## src/verilog/abhs_pkg.sv

```systemverilog
package abhs_pkg;
  localparam int unsigned RESULT_W = 12;
  localparam int unsigned BYTE_W = 8;
  localparam int unsigned HIGH_LSB = 8;
  localparam logic [RESULT_W-1:0] RESULT_RST = 12'h000;
  localparam logic [BYTE_W-1:0] BYTE_RST = 8'h00;
  localparam int unsigned BUF_DEPTH = 2;
  typedef enum logic [2:0] {
    ABHS_IDLE,
    ABHS_HIGH,
    ABHS_HIGH_HOLD,
    ABHS_LOW,
    ABHS_LOW_HOLD
  } abhs_state_e;
endpackage

```

## src/verilog/abhs_link_if.sv

```systemverilog
`timescale 1ns/100ps
`default_nettype none
interface abhs_link_if;
  logic [7:0] data;
  logic data_oe_n;
  logic load_strobe;
  logic high_byte_enable;
  logic low_byte_enable;
  logic send_ready;
  logic mode;
  modport converter (
    output data, data_oe_n, load_strobe, high_byte_enable, low_byte_enable,
    input send_ready, mode
  );
  modport receiver (
    input data, data_oe_n, load_strobe, high_byte_enable, low_byte_enable,
    output send_ready, mode
  );
endinterface
`default_nettype wire

```

## src/verilog/abhs_converter_end.sv

```systemverilog
`timescale 1ns/100ps
`default_nettype none
module abhs_converter_end (
  input wire logic mclk_i, // 10 MHz clock
  input wire logic reset_n_i, // sync reset, active low
  input wire logic [11:0] result_i, // conversion result
  input wire logic result_valid_i, // result done pulse
  output logic result_ready_o, // buffer can take a result
  output logic busy_o, // sequence in progress
  output logic overrun_o, // result dropped, sticky
  abhs_link_if.converter link // handshake link
);
  // two-entry result buffer
  logic [11:0] buf_mem [0:abhs_pkg::BUF_DEPTH-1];
  logic wr_ptr, rd_ptr;
  logic [1:0] count;
  logic buf_pop;
  logic buf_push;
  // pin synchronisers
  logic ready_s1, ready_s2, mode_s1, mode_s2, mode_d;
  logic handshake_on;
  logic demand;
  abhs_pkg::abhs_state_e state;
  logic [11:0] word;
  logic strobe_go;

  // strobe rises a clock after the enables, so latch data has settled first
  assign strobe_go = ready_s2 && (
    (state == abhs_pkg::ABHS_HIGH && link.high_byte_enable) ||
    (state == abhs_pkg::ABHS_LOW && link.low_byte_enable));

  always_ff @(posedge mclk_i) begin
    ready_s1 <= link.send_ready;
    ready_s2 <= ready_s1;
    mode_s1 <= link.mode;
    mode_s2 <= mode_s1;
    mode_d <= mode_s2;
  end

  // a result only queues while in handshake operation with mode held
  assign buf_push = result_valid_i && (count != 2'd2) && mode_s2;
  assign buf_pop = (state == abhs_pkg::ABHS_IDLE) && (count != 2'd0) && handshake_on;

  always_ff @(posedge mclk_i) begin
    if (!reset_n_i) begin
      wr_ptr <= 1'b0;
      rd_ptr <= 1'b0;
      count <= 2'd0;
    end else begin
      if (buf_push) begin
        wr_ptr <= ~wr_ptr;
      end
      if (buf_pop) begin
        rd_ptr <= ~rd_ptr;
      end
      count <= count + {1'b0, buf_push} - {1'b0, buf_pop};
    end
  end

  always_ff @(posedge mclk_i) begin
    if (buf_push) begin
      buf_mem[wr_ptr] <= result_i;
    end
  end

  always_ff @(posedge mclk_i) begin
    if (!reset_n_i) begin
      result_ready_o <= 1'b0;
    end else begin
      result_ready_o <= (count + {1'b0, buf_push} - {1'b0, buf_pop}) != 2'd2;
    end
  end

  // receiver too slow: a result found the buffer full
  always_ff @(posedge mclk_i) begin
    if (!reset_n_i) begin
      overrun_o <= 1'b0;
    end else if (result_valid_i && mode_s2 && count == 2'd2) begin
      overrun_o <= 1'b1;
    end
  end

  // handshake entered on mode rising; left when mode low and idle
  always_ff @(posedge mclk_i) begin
    if (!reset_n_i) begin
      handshake_on <= 1'b0;
    end else if (mode_s2 && !mode_d) begin
      handshake_on <= 1'b1;
    end else if (!mode_s2 && state == abhs_pkg::ABHS_IDLE && !demand) begin
      handshake_on <= 1'b0;
    end
  end

  // rising edge with no fresh result resends the last word on demand
  always_ff @(posedge mclk_i) begin
    if (!reset_n_i) begin
      demand <= 1'b0;
    end else if (mode_s2 && !mode_d) begin
      demand <= 1'b1;
    end else if (state == abhs_pkg::ABHS_IDLE && (buf_pop || demand)) begin
      demand <= 1'b0;
    end
  end

  always_ff @(posedge mclk_i) begin
    if (!reset_n_i) begin
      word <= abhs_pkg::RESULT_RST;
    end else if (buf_pop) begin
      word <= buf_mem[rd_ptr];
    end
  end

  always_ff @(posedge mclk_i) begin
    if (!reset_n_i) begin
      state <= abhs_pkg::ABHS_IDLE;
    end else begin
      case (state)
        abhs_pkg::ABHS_IDLE: begin
          if (buf_pop || demand) begin
            state <= abhs_pkg::ABHS_HIGH;
          end
        end
        abhs_pkg::ABHS_HIGH: begin
          if (strobe_go) begin
            state <= abhs_pkg::ABHS_HIGH_HOLD;
          end
        end
        abhs_pkg::ABHS_HIGH_HOLD: begin
          if (ready_s2 && !link.load_strobe) begin
            state <= abhs_pkg::ABHS_LOW;
          end
        end
        abhs_pkg::ABHS_LOW: begin
          if (strobe_go) begin
            state <= abhs_pkg::ABHS_LOW_HOLD;
          end
        end
        abhs_pkg::ABHS_LOW_HOLD: begin
          if (ready_s2 && !link.load_strobe) begin
            state <= abhs_pkg::ABHS_IDLE;
          end
        end
        default: begin
          state <= abhs_pkg::ABHS_IDLE;
        end
      endcase
    end
  end

  // strobe low while byte presented, rises to clock the latch;
  // falls again when receiver drops ready (byte taken)
  always_ff @(posedge mclk_i) begin
    if (!reset_n_i) begin
      link.load_strobe <= 1'b0;
    end else if (strobe_go) begin
      link.load_strobe <= 1'b1;
    end else if (!ready_s2) begin
      link.load_strobe <= 1'b0;
    end
  end

  always_ff @(posedge mclk_i) begin
    if (!reset_n_i) begin
      link.data <= abhs_pkg::BYTE_RST;
      link.data_oe_n <= 1'b1;
      link.high_byte_enable <= 1'b0;
      link.low_byte_enable <= 1'b0;
      busy_o <= 1'b0;
    end else begin
      busy_o <= (state != abhs_pkg::ABHS_IDLE);
      case (state)
        abhs_pkg::ABHS_HIGH, abhs_pkg::ABHS_HIGH_HOLD: begin
          link.data <= {4'h0, word[abhs_pkg::RESULT_W-1:abhs_pkg::HIGH_LSB]};
          link.data_oe_n <= 1'b0;
          link.high_byte_enable <= 1'b1;
          link.low_byte_enable <= 1'b0;
        end
        abhs_pkg::ABHS_LOW, abhs_pkg::ABHS_LOW_HOLD: begin
          link.data <= word[abhs_pkg::BYTE_W-1:0];
          link.data_oe_n <= 1'b0;
          link.high_byte_enable <= 1'b0;
          link.low_byte_enable <= 1'b1;
        end
        default: begin
          link.data_oe_n <= 1'b1;
          link.high_byte_enable <= 1'b0;
          link.low_byte_enable <= 1'b0;
        end
      endcase
    end
  end
endmodule
`default_nettype wire

```

## src/flat_wrapper.sv

```systemverilog
// flat-port wrapper written by rule: the top's interface ports become plain ports
module abhs_converter_end_flat 
  (mclk_i, reset_n_i, result_i, result_valid_i, result_ready_o, busy_o, overrun_o, link_data, link_data_oe_n, link_load_strobe, link_high_byte_enable, link_low_byte_enable, link_send_ready, link_mode);
  abhs_link_if link_i ();
  input wire logic mclk_i;
  input wire logic reset_n_i;
  input wire logic [11:0] result_i;
  input wire logic result_valid_i;
  output logic result_ready_o;
  output logic busy_o;
  output logic overrun_o;
  output wire logic [$bits(link_i.data)-1:0] link_data;
  output wire logic [$bits(link_i.data_oe_n)-1:0] link_data_oe_n;
  output wire logic [$bits(link_i.load_strobe)-1:0] link_load_strobe;
  output wire logic [$bits(link_i.high_byte_enable)-1:0] link_high_byte_enable;
  output wire logic [$bits(link_i.low_byte_enable)-1:0] link_low_byte_enable;
  input wire logic [$bits(link_i.send_ready)-1:0] link_send_ready;
  input wire logic [$bits(link_i.mode)-1:0] link_mode;
  assign link_data = link_i.data;
  assign link_data_oe_n = link_i.data_oe_n;
  assign link_load_strobe = link_i.load_strobe;
  assign link_high_byte_enable = link_i.high_byte_enable;
  assign link_low_byte_enable = link_i.low_byte_enable;
  assign link_i.send_ready = link_send_ready;
  assign link_i.mode = link_mode;
  abhs_converter_end u_core (.mclk_i(mclk_i), .reset_n_i(reset_n_i), .result_i(result_i), .result_valid_i(result_valid_i), .result_ready_o(result_ready_o), .busy_o(busy_o), .overrun_o(overrun_o), .link(link_i));
endmodule
```

## config.mk

```make
export PLATFORM = sky130hd
export DESIGN_NAME = abhs_converter_end_flat
export DESIGN_NICKNAME = d
export VERILOG_FILES = /design/src/verilog/abhs_pkg.sv /design/src/verilog/abhs_link_if.sv /design/src/verilog/abhs_converter_end.sv /design/src/flat_wrapper.sv
export SDC_FILE = /design/constraint.sdc
export NUM_CORES = 1
export LEC_CHECK = 0
export BUFFER_PORTS_ARGS = -buffer_cell sky130_fd_sc_hd__buf_4
export CORE_UTILIZATION = 30
export CTS_CLUSTER_SIZE = 10
export DETAILED_ROUTE_END_ITERATION = 10
export SKIP_LAST_GASP = 1
export SLEW_MARGIN = 20
export SYNTH_ARGS = -nofsm -noshare
export SYNTH_HDL_FRONTEND = slang
export SYNTH_SLANG_ARGS = --single-unit
```

## constraint.sdc

```tcl
create_clock -name mclk_i -period 2.75 [get_ports mclk_i]
set_input_delay 0.1375 -clock mclk_i [delete_from_list [all_inputs] [get_ports mclk_i]]
set_output_delay 0.1375 -clock mclk_i [all_outputs]
set_load 0.05 [all_outputs]
```

# Word-level counts from Yosys, hierarchy flattened

Memory sizes are Yosys's and may differ from the RTL's. A register that Yosys moved wholly into a read port is not among the register bits.
Cells that the tools add are included.

Register bits after elaboration: 29
RAM bits: 24
Bits of input ports: 17
Output and inout port bits: 15
Word-level logic and storage cells: 86
Memories: 1

Memory list:

| memory         | words | bits a word | rd ports | clocked after memory_dff | wr ports | line                     | RTL |
|---|---|---|---|---|---|---|---|
| u_core.buf_mem | 2     | 12          | 1        | 1                        | 1        | abhs_converter_end.sv:14 | `logic [11:0] buf_mem [0:abhs_pkg::BUF_DEPTH-1];` |

$add $sub $neg: 2
Equality and inequality tests: 13
Mux-type cells: 18
Bitwise operators: 2
Reductions and logical operators: 31

Operators with widths:

| operator                                                                 | count |
|---|---|
| 8-bit one-hot mux with 2 select lines                                    | 1 |
| 3-bit two-way mux                                                        | 5 |
| 3-bit one-hot mux with 5 select lines                                    | 1 |
| 1-bit logical AND                                                        | 14 |
| 1-bit two-way mux                                                        | 11 |
| 2-bit by 1-bit inequality test with 1-bit output (second input constant) | 4 |
| 2-bit inequality test (second input constant)                            | 4 |
| 2-bit nonzero test                                                       | 4 |
| 3-bit by 2-bit == test with 1-bit output (second input constant)         | 2 |
| 1-bit logical NOT                                                        | 5 |
| 5-bit AND reduction                                                      | 1 |
| 2-bit OR reduction                                                       | 2 |
| 4-bit OR reduction                                                       | 1 |
| 3-bit by 1-bit == test with 1-bit output (second input constant)         | 1 |
| 3-bit == test (second input constant)                                    | 1 |
| 3-bit logical NOT                                                        | 1 |
| 3-bit nonzero test                                                       | 1 |
| 2-bit by 1-bit adder with 2-bit output                                   | 1 |
| 2-bit == test (second input constant)                                    | 1 |
| 1-bit logical OR                                                         | 2 |
| 1-bit inverter                                                           | 2 |
| 2-bit by 1-bit subtractor with 2-bit output                              | 1 |

# Longest topological paths before layout

Depth in word-level cells: 7
Mapped depth: 11

# Least setup slack after synthesis

OpenSTA, ideal clock, no wires.

Path type: register to register
Start: register u_core.state[0]
End: register u_core.result_ready_o
Arrival: 2.083 ns
Data required time: 2.635 ns
Slack: 0.553 ns
Cell stages (with the launch flop): 12
Buffers on the path: 3
Period minus slack after synthesis: 2.197 ns
Path through: dfxtp_1 -> buf_6 -> or3_1 -> buf_2 -> nor2_2 -> buf_2 -> ha_1 -> inv_1 -> ha_1 -> xor2_1 -> xnor2_1 -> o21a_1

Longest elaborated chain between the ends: 5

RTL lines:

| what                                        | line                      | RTL |
|---|---|---|
| from (decl)                                 | abhs_converter_end.sv:23  | `abhs_pkg::abhs_state_e state;` |
| from (signal assigned)                      | abhs_converter_end.sv:115 | `state <= abhs_pkg::ABHS_IDLE;` |
| from (signal assigned)                      | abhs_converter_end.sv:120 | `state <= abhs_pkg::ABHS_HIGH;` |
| from (signal assigned)                      | abhs_converter_end.sv:125 | `state <= abhs_pkg::ABHS_HIGH_HOLD;` |
| 3-bit logical NOT                           | abhs_converter_end.sv:42  | `assign buf_pop = (state == abhs_pkg::ABHS_IDLE) && (count != 2'd0) && handshake_on;` |
| 1-bit logical AND (2 in series)             | abhs_converter_end.sv:42  |  |
| named net u_core.buf_pop                    | abhs_converter_end.sv:17  | `logic buf_pop;` |
| 2-bit by 1-bit subtractor with 2-bit output | abhs_converter_end.sv:70  | `result_ready_o <= (count + {1'b0, buf_push} - {1'b0, buf_pop}) != 2'd2;` |
| 2-bit inequality test                       | abhs_converter_end.sv:70  |  |
| to (signal assigned)                        | abhs_converter_end.sv:68  | `result_ready_o <= 1'b0;` |
| to (signal assigned)                        | abhs_converter_end.sv:70  |  |
| to (decl)                                   | abhs_converter_end.sv:8   | `output logic result_ready_o,` |

The timed path passes the listed nets, and every way through them passes these cells.
A chain may end at the register's enable or synchronous reset.

# Final worst setup path

Start: register u_core.state[0]
End: register u_core.result_ready_o

Longest elaborated chain between the ends: 5

RTL lines:

| what                                        | line |
|---|---|
| 3-bit logical NOT                           | abhs_converter_end.sv:42 |
| 1-bit logical AND (2 in series)             | abhs_converter_end.sv:42 |
| 2-bit by 1-bit subtractor with 2-bit output | abhs_converter_end.sv:70 |
| 2-bit inequality test                       | abhs_converter_end.sv:70 |

No other way between the ends.

==> flow_summary.ini <==
[clocking]
cts_resized = 0
clk_pin_slew_ns = 0.08
clockBufferDepth = 2
post-cts-setup-buffers = 0
cts_tree = yes
root_buffer = clkbuf_8
cts_made_buffers = 9
worstSkewPairLatency_ns = 0.34
clock_sinks = 65
cts_max_level = 3

[yosys]
yosysMostFrequentCell = dfxtp_1
syn-num-nets = 254
synth_seq_cells = 65
ys_seq_area_frac = 0.5795
synth_top_family_by_area = compound AO/OA/AOI/OAI gates
synth-edff-count = 24
synth_xor_area_frac = 0.01317
synthMuxAreaShare = 0.1091
synthTopCellsByArea = dfxtp_1, edfxtp_1, mux2i_1
synth-simple-area-share = 0.08325
synth_top_area_frac = 0.3086
netlist_area_sq_mm = 0.002660
synth_ff_type = dfxtp_1
syn_inst = 235
async_flop_share = 0
ys_warn_count = 0
synth.distinct_cells = 34
synthTopCellsByCount = dfxtp_1, mux2i_1, edfxtp_1
synth_fa_ha_area_frac = 0.009407
yosysTopAreaCell = dfxtp_1
avgSynthCellArea_sq_um = 11.32
synth-compound-area-share = 0.1613

[layout]
final_area_sq_mm = 0.003336
register_area_sq_mm = 0.001541
fin_nets = 297
multi_input_comb_area_sq_mm = 0.001001
n_antenna_cell = 0
drive_gt1_frac = 0.1873
n_fill_cell = 816
syn2layout_area_growth_pct = 25.40
fin_util = 0.3980

[timing]
rsz0062_at_grt = false
hold_viol = 0
final.setup_skew_ns = 0.01208
min_period_ns = 2.127
max_freq_mhz = 470.1
setup_viol = 0
period_share = 0.7736
slew_violations = 0
worst_slew_pin_slew_ns = 0.8308
relSlewSlack = 0.4431
fin_setup_tns_ns = 0

[floorplanning]
start_util = 0.3174
std_cell_rows = 33
coreArea_sq_mm = 0.008382
pin_count = 32
dieWidth_um = 96.17
die-area_sq_mm = 0.009248
die_h_um = 96.17

[power_and_ir_drop]
ir_drop_mv = 0.3520
power_density_mw_per_mm2 = 657.7
power.leakage_nw = 1.217

[worst_setup_path]
crit_start = u_core.state[0]
slowest_delay_ns = 0.47
slowest_stage = or3_1
end_kind = flop
crit_fanout = 13
startpoint_type = flop
required_ns = 2.97
path_cells = or3_1 -> nor2_2 -> buf_4 -> ha_1 -> inv_1 -> ha_1 -> xor2_1 -> xnor2_1 -> o21a_1
cp_common_cell = ha_1
cpLargestDelayFamily = simple AND/OR/NAND/NOR gates
r2r-start = u_core.state[0]
path_class = flop to flop
arrival_ns = 2.35
path_buf_inv = 2

[routing]
drt-pass1-iter-count = 5
wl_per_cell_um = 13.18
route.vias.total = 1814
via_per_inst = 4.675
drc = 0
antenna_left = 0
drtIter0Drc = 53
routed_wl_um = 5113

[placement]
port_buffers = 31
postPlaceCellArea_sq_mm = 0.002978
gp_congestion = 0.7321
hpwl_um = 3349

[run]
cap_violations = 0

[grt]
grt_pass1_vias = 1813
grt_usage = 0.1249
grt_max_degree = 33
grt_pass1_wl_um = 8576
antenna_found_initial = 0
grt-ovfl-total = 0

[hold_path]
hold_start = result_valid_i
hp-class = input pin to flop

[run_status]
status = finished clean
## repair_timing
item / in CTS / in global routing
setup endpoints to repair: 0 / 0
hold endpoints to repair: 26 / 0
hold buffers: 14 / 0
## cell families after synthesis
logic type,count (synthesis)
and+or+nand+nor,42
AOI/OAI and AO/OA,66
adders and majority gates,2
xor gates and xnor gates,4
buffers and inverters,27
DFF,65
muxes,29
## worst reg2reg max path, delay by kind of cell, from the launching register on
| family | cells | cell delay, ns |
|---|---|---|
| and+or+nand+nor | 2 | 0.61 |
| adders and majority gates | 2 | 0.40 |
| DFF | 1 | 0.31 |
| xor gates and xnor gates | 2 | 0.28 |
| buffers and inverters | 2 | 0.25 |
| AOI/OAI and AO/OA | 1 | 0.17 |
## flip-flops by register name, summed over array words and instances, names as in the netlist, 2 cells and up
signal,cells
u_core.word,12
u_core.count,2
u_core.link.data,8
u_core.buf_mem,24
u_core.state,3
## per-stage QoR
step | instances | hold WS, ns | worst slack (ns) | power, mW
6_report | 388 | 0.06348 | 0.6226 | 2.194
5_1_grt | 388 | 0.08505 | 0.4466 | 2.291
4_1_cts | 388 | 0.04960 | 0.6198 | 2.222
3_5_place_dp | 358 | 0.2433 | 0.6428 | 1.320
3_3_place_gp | 358 | 0.2422 | 0.6899 | 1.315
2_1_floorplan | 235 | 0.1652 | 0.5527 | 1.252
## cell usage in the layout, fill, tap and decap left out, types with 2 or more instances in the layout
| cell | count |
|---|---|
| a211oi_1 | 13 |
| a21oi_1 | 21 |
| and2_1 | 2 |
| buf_4 | 36 |
| bufinv_16 | 2 |
| clkbuf_8 | 9 |
| dfxtp_1 | 41 |
| dlygate4sd3_1 | 14 |
| edfxtp_1 | 24 |
| ha_1 | 2 |
| inv_1 | 9 |
| mux2i_1 | 29 |
| nand2_1 | 8 |
| nand2b_1 | 3 |
| nand3_1 | 6 |
| nand3b_1 | 4 |
| nor2_1 | 8 |
| nor2b_1 | 2 |
| nor3_1 | 2 |
| o211a_1 | 5 |
| o211ai_1 | 4 |
| o21a_1 | 8 |
| o21ai_0 | 6 |
| o21ai_1 | 5 |
| or3_1 | 3 |
| xnor2_1 | 2 |
| xor2_1 | 2 |
## path summary, 6_finish.rpt
path / endpoint / slack (ns) / depth (start not counted)
max: u_core.result_ready_o / 0.62 / 9
min: u_core.overrun_o / 0.06 / 3
max reg2reg: u_core.result_ready_o / 0.62 / 9
min reg2reg: u_core.mode_s2 / 0.33 / 0
## cell type report
cell class | instances | area share
clock inverters | 7 | 0.02813
flip-flops and latches | 65 | 0.4621
clock buffers | 9 | 0.03713
inverters | 9 | 0.01013
multi-input cells | 143 | 0.3001
well taps | 105 | 0.03938
repair buffers | 50 | 0.1230
## power breakdown
group	switching, mW	total (mW)	internal [mW]	leakage, nW
clock network	0.372	0.882	0.510	0.107
registers	0.0275	1.07	1.04	0.555
logic	0.143	0.240	0.0969	0.555
## routing by layer
layer / track usage / wire (um)
met3: 0.03870 / 203
met4: 0.05473 / 65
met2: 0.1933 / 2268
met5: 0 / 0
met1: 0.1597 / 2576
(Power assumes the default switching activity.)
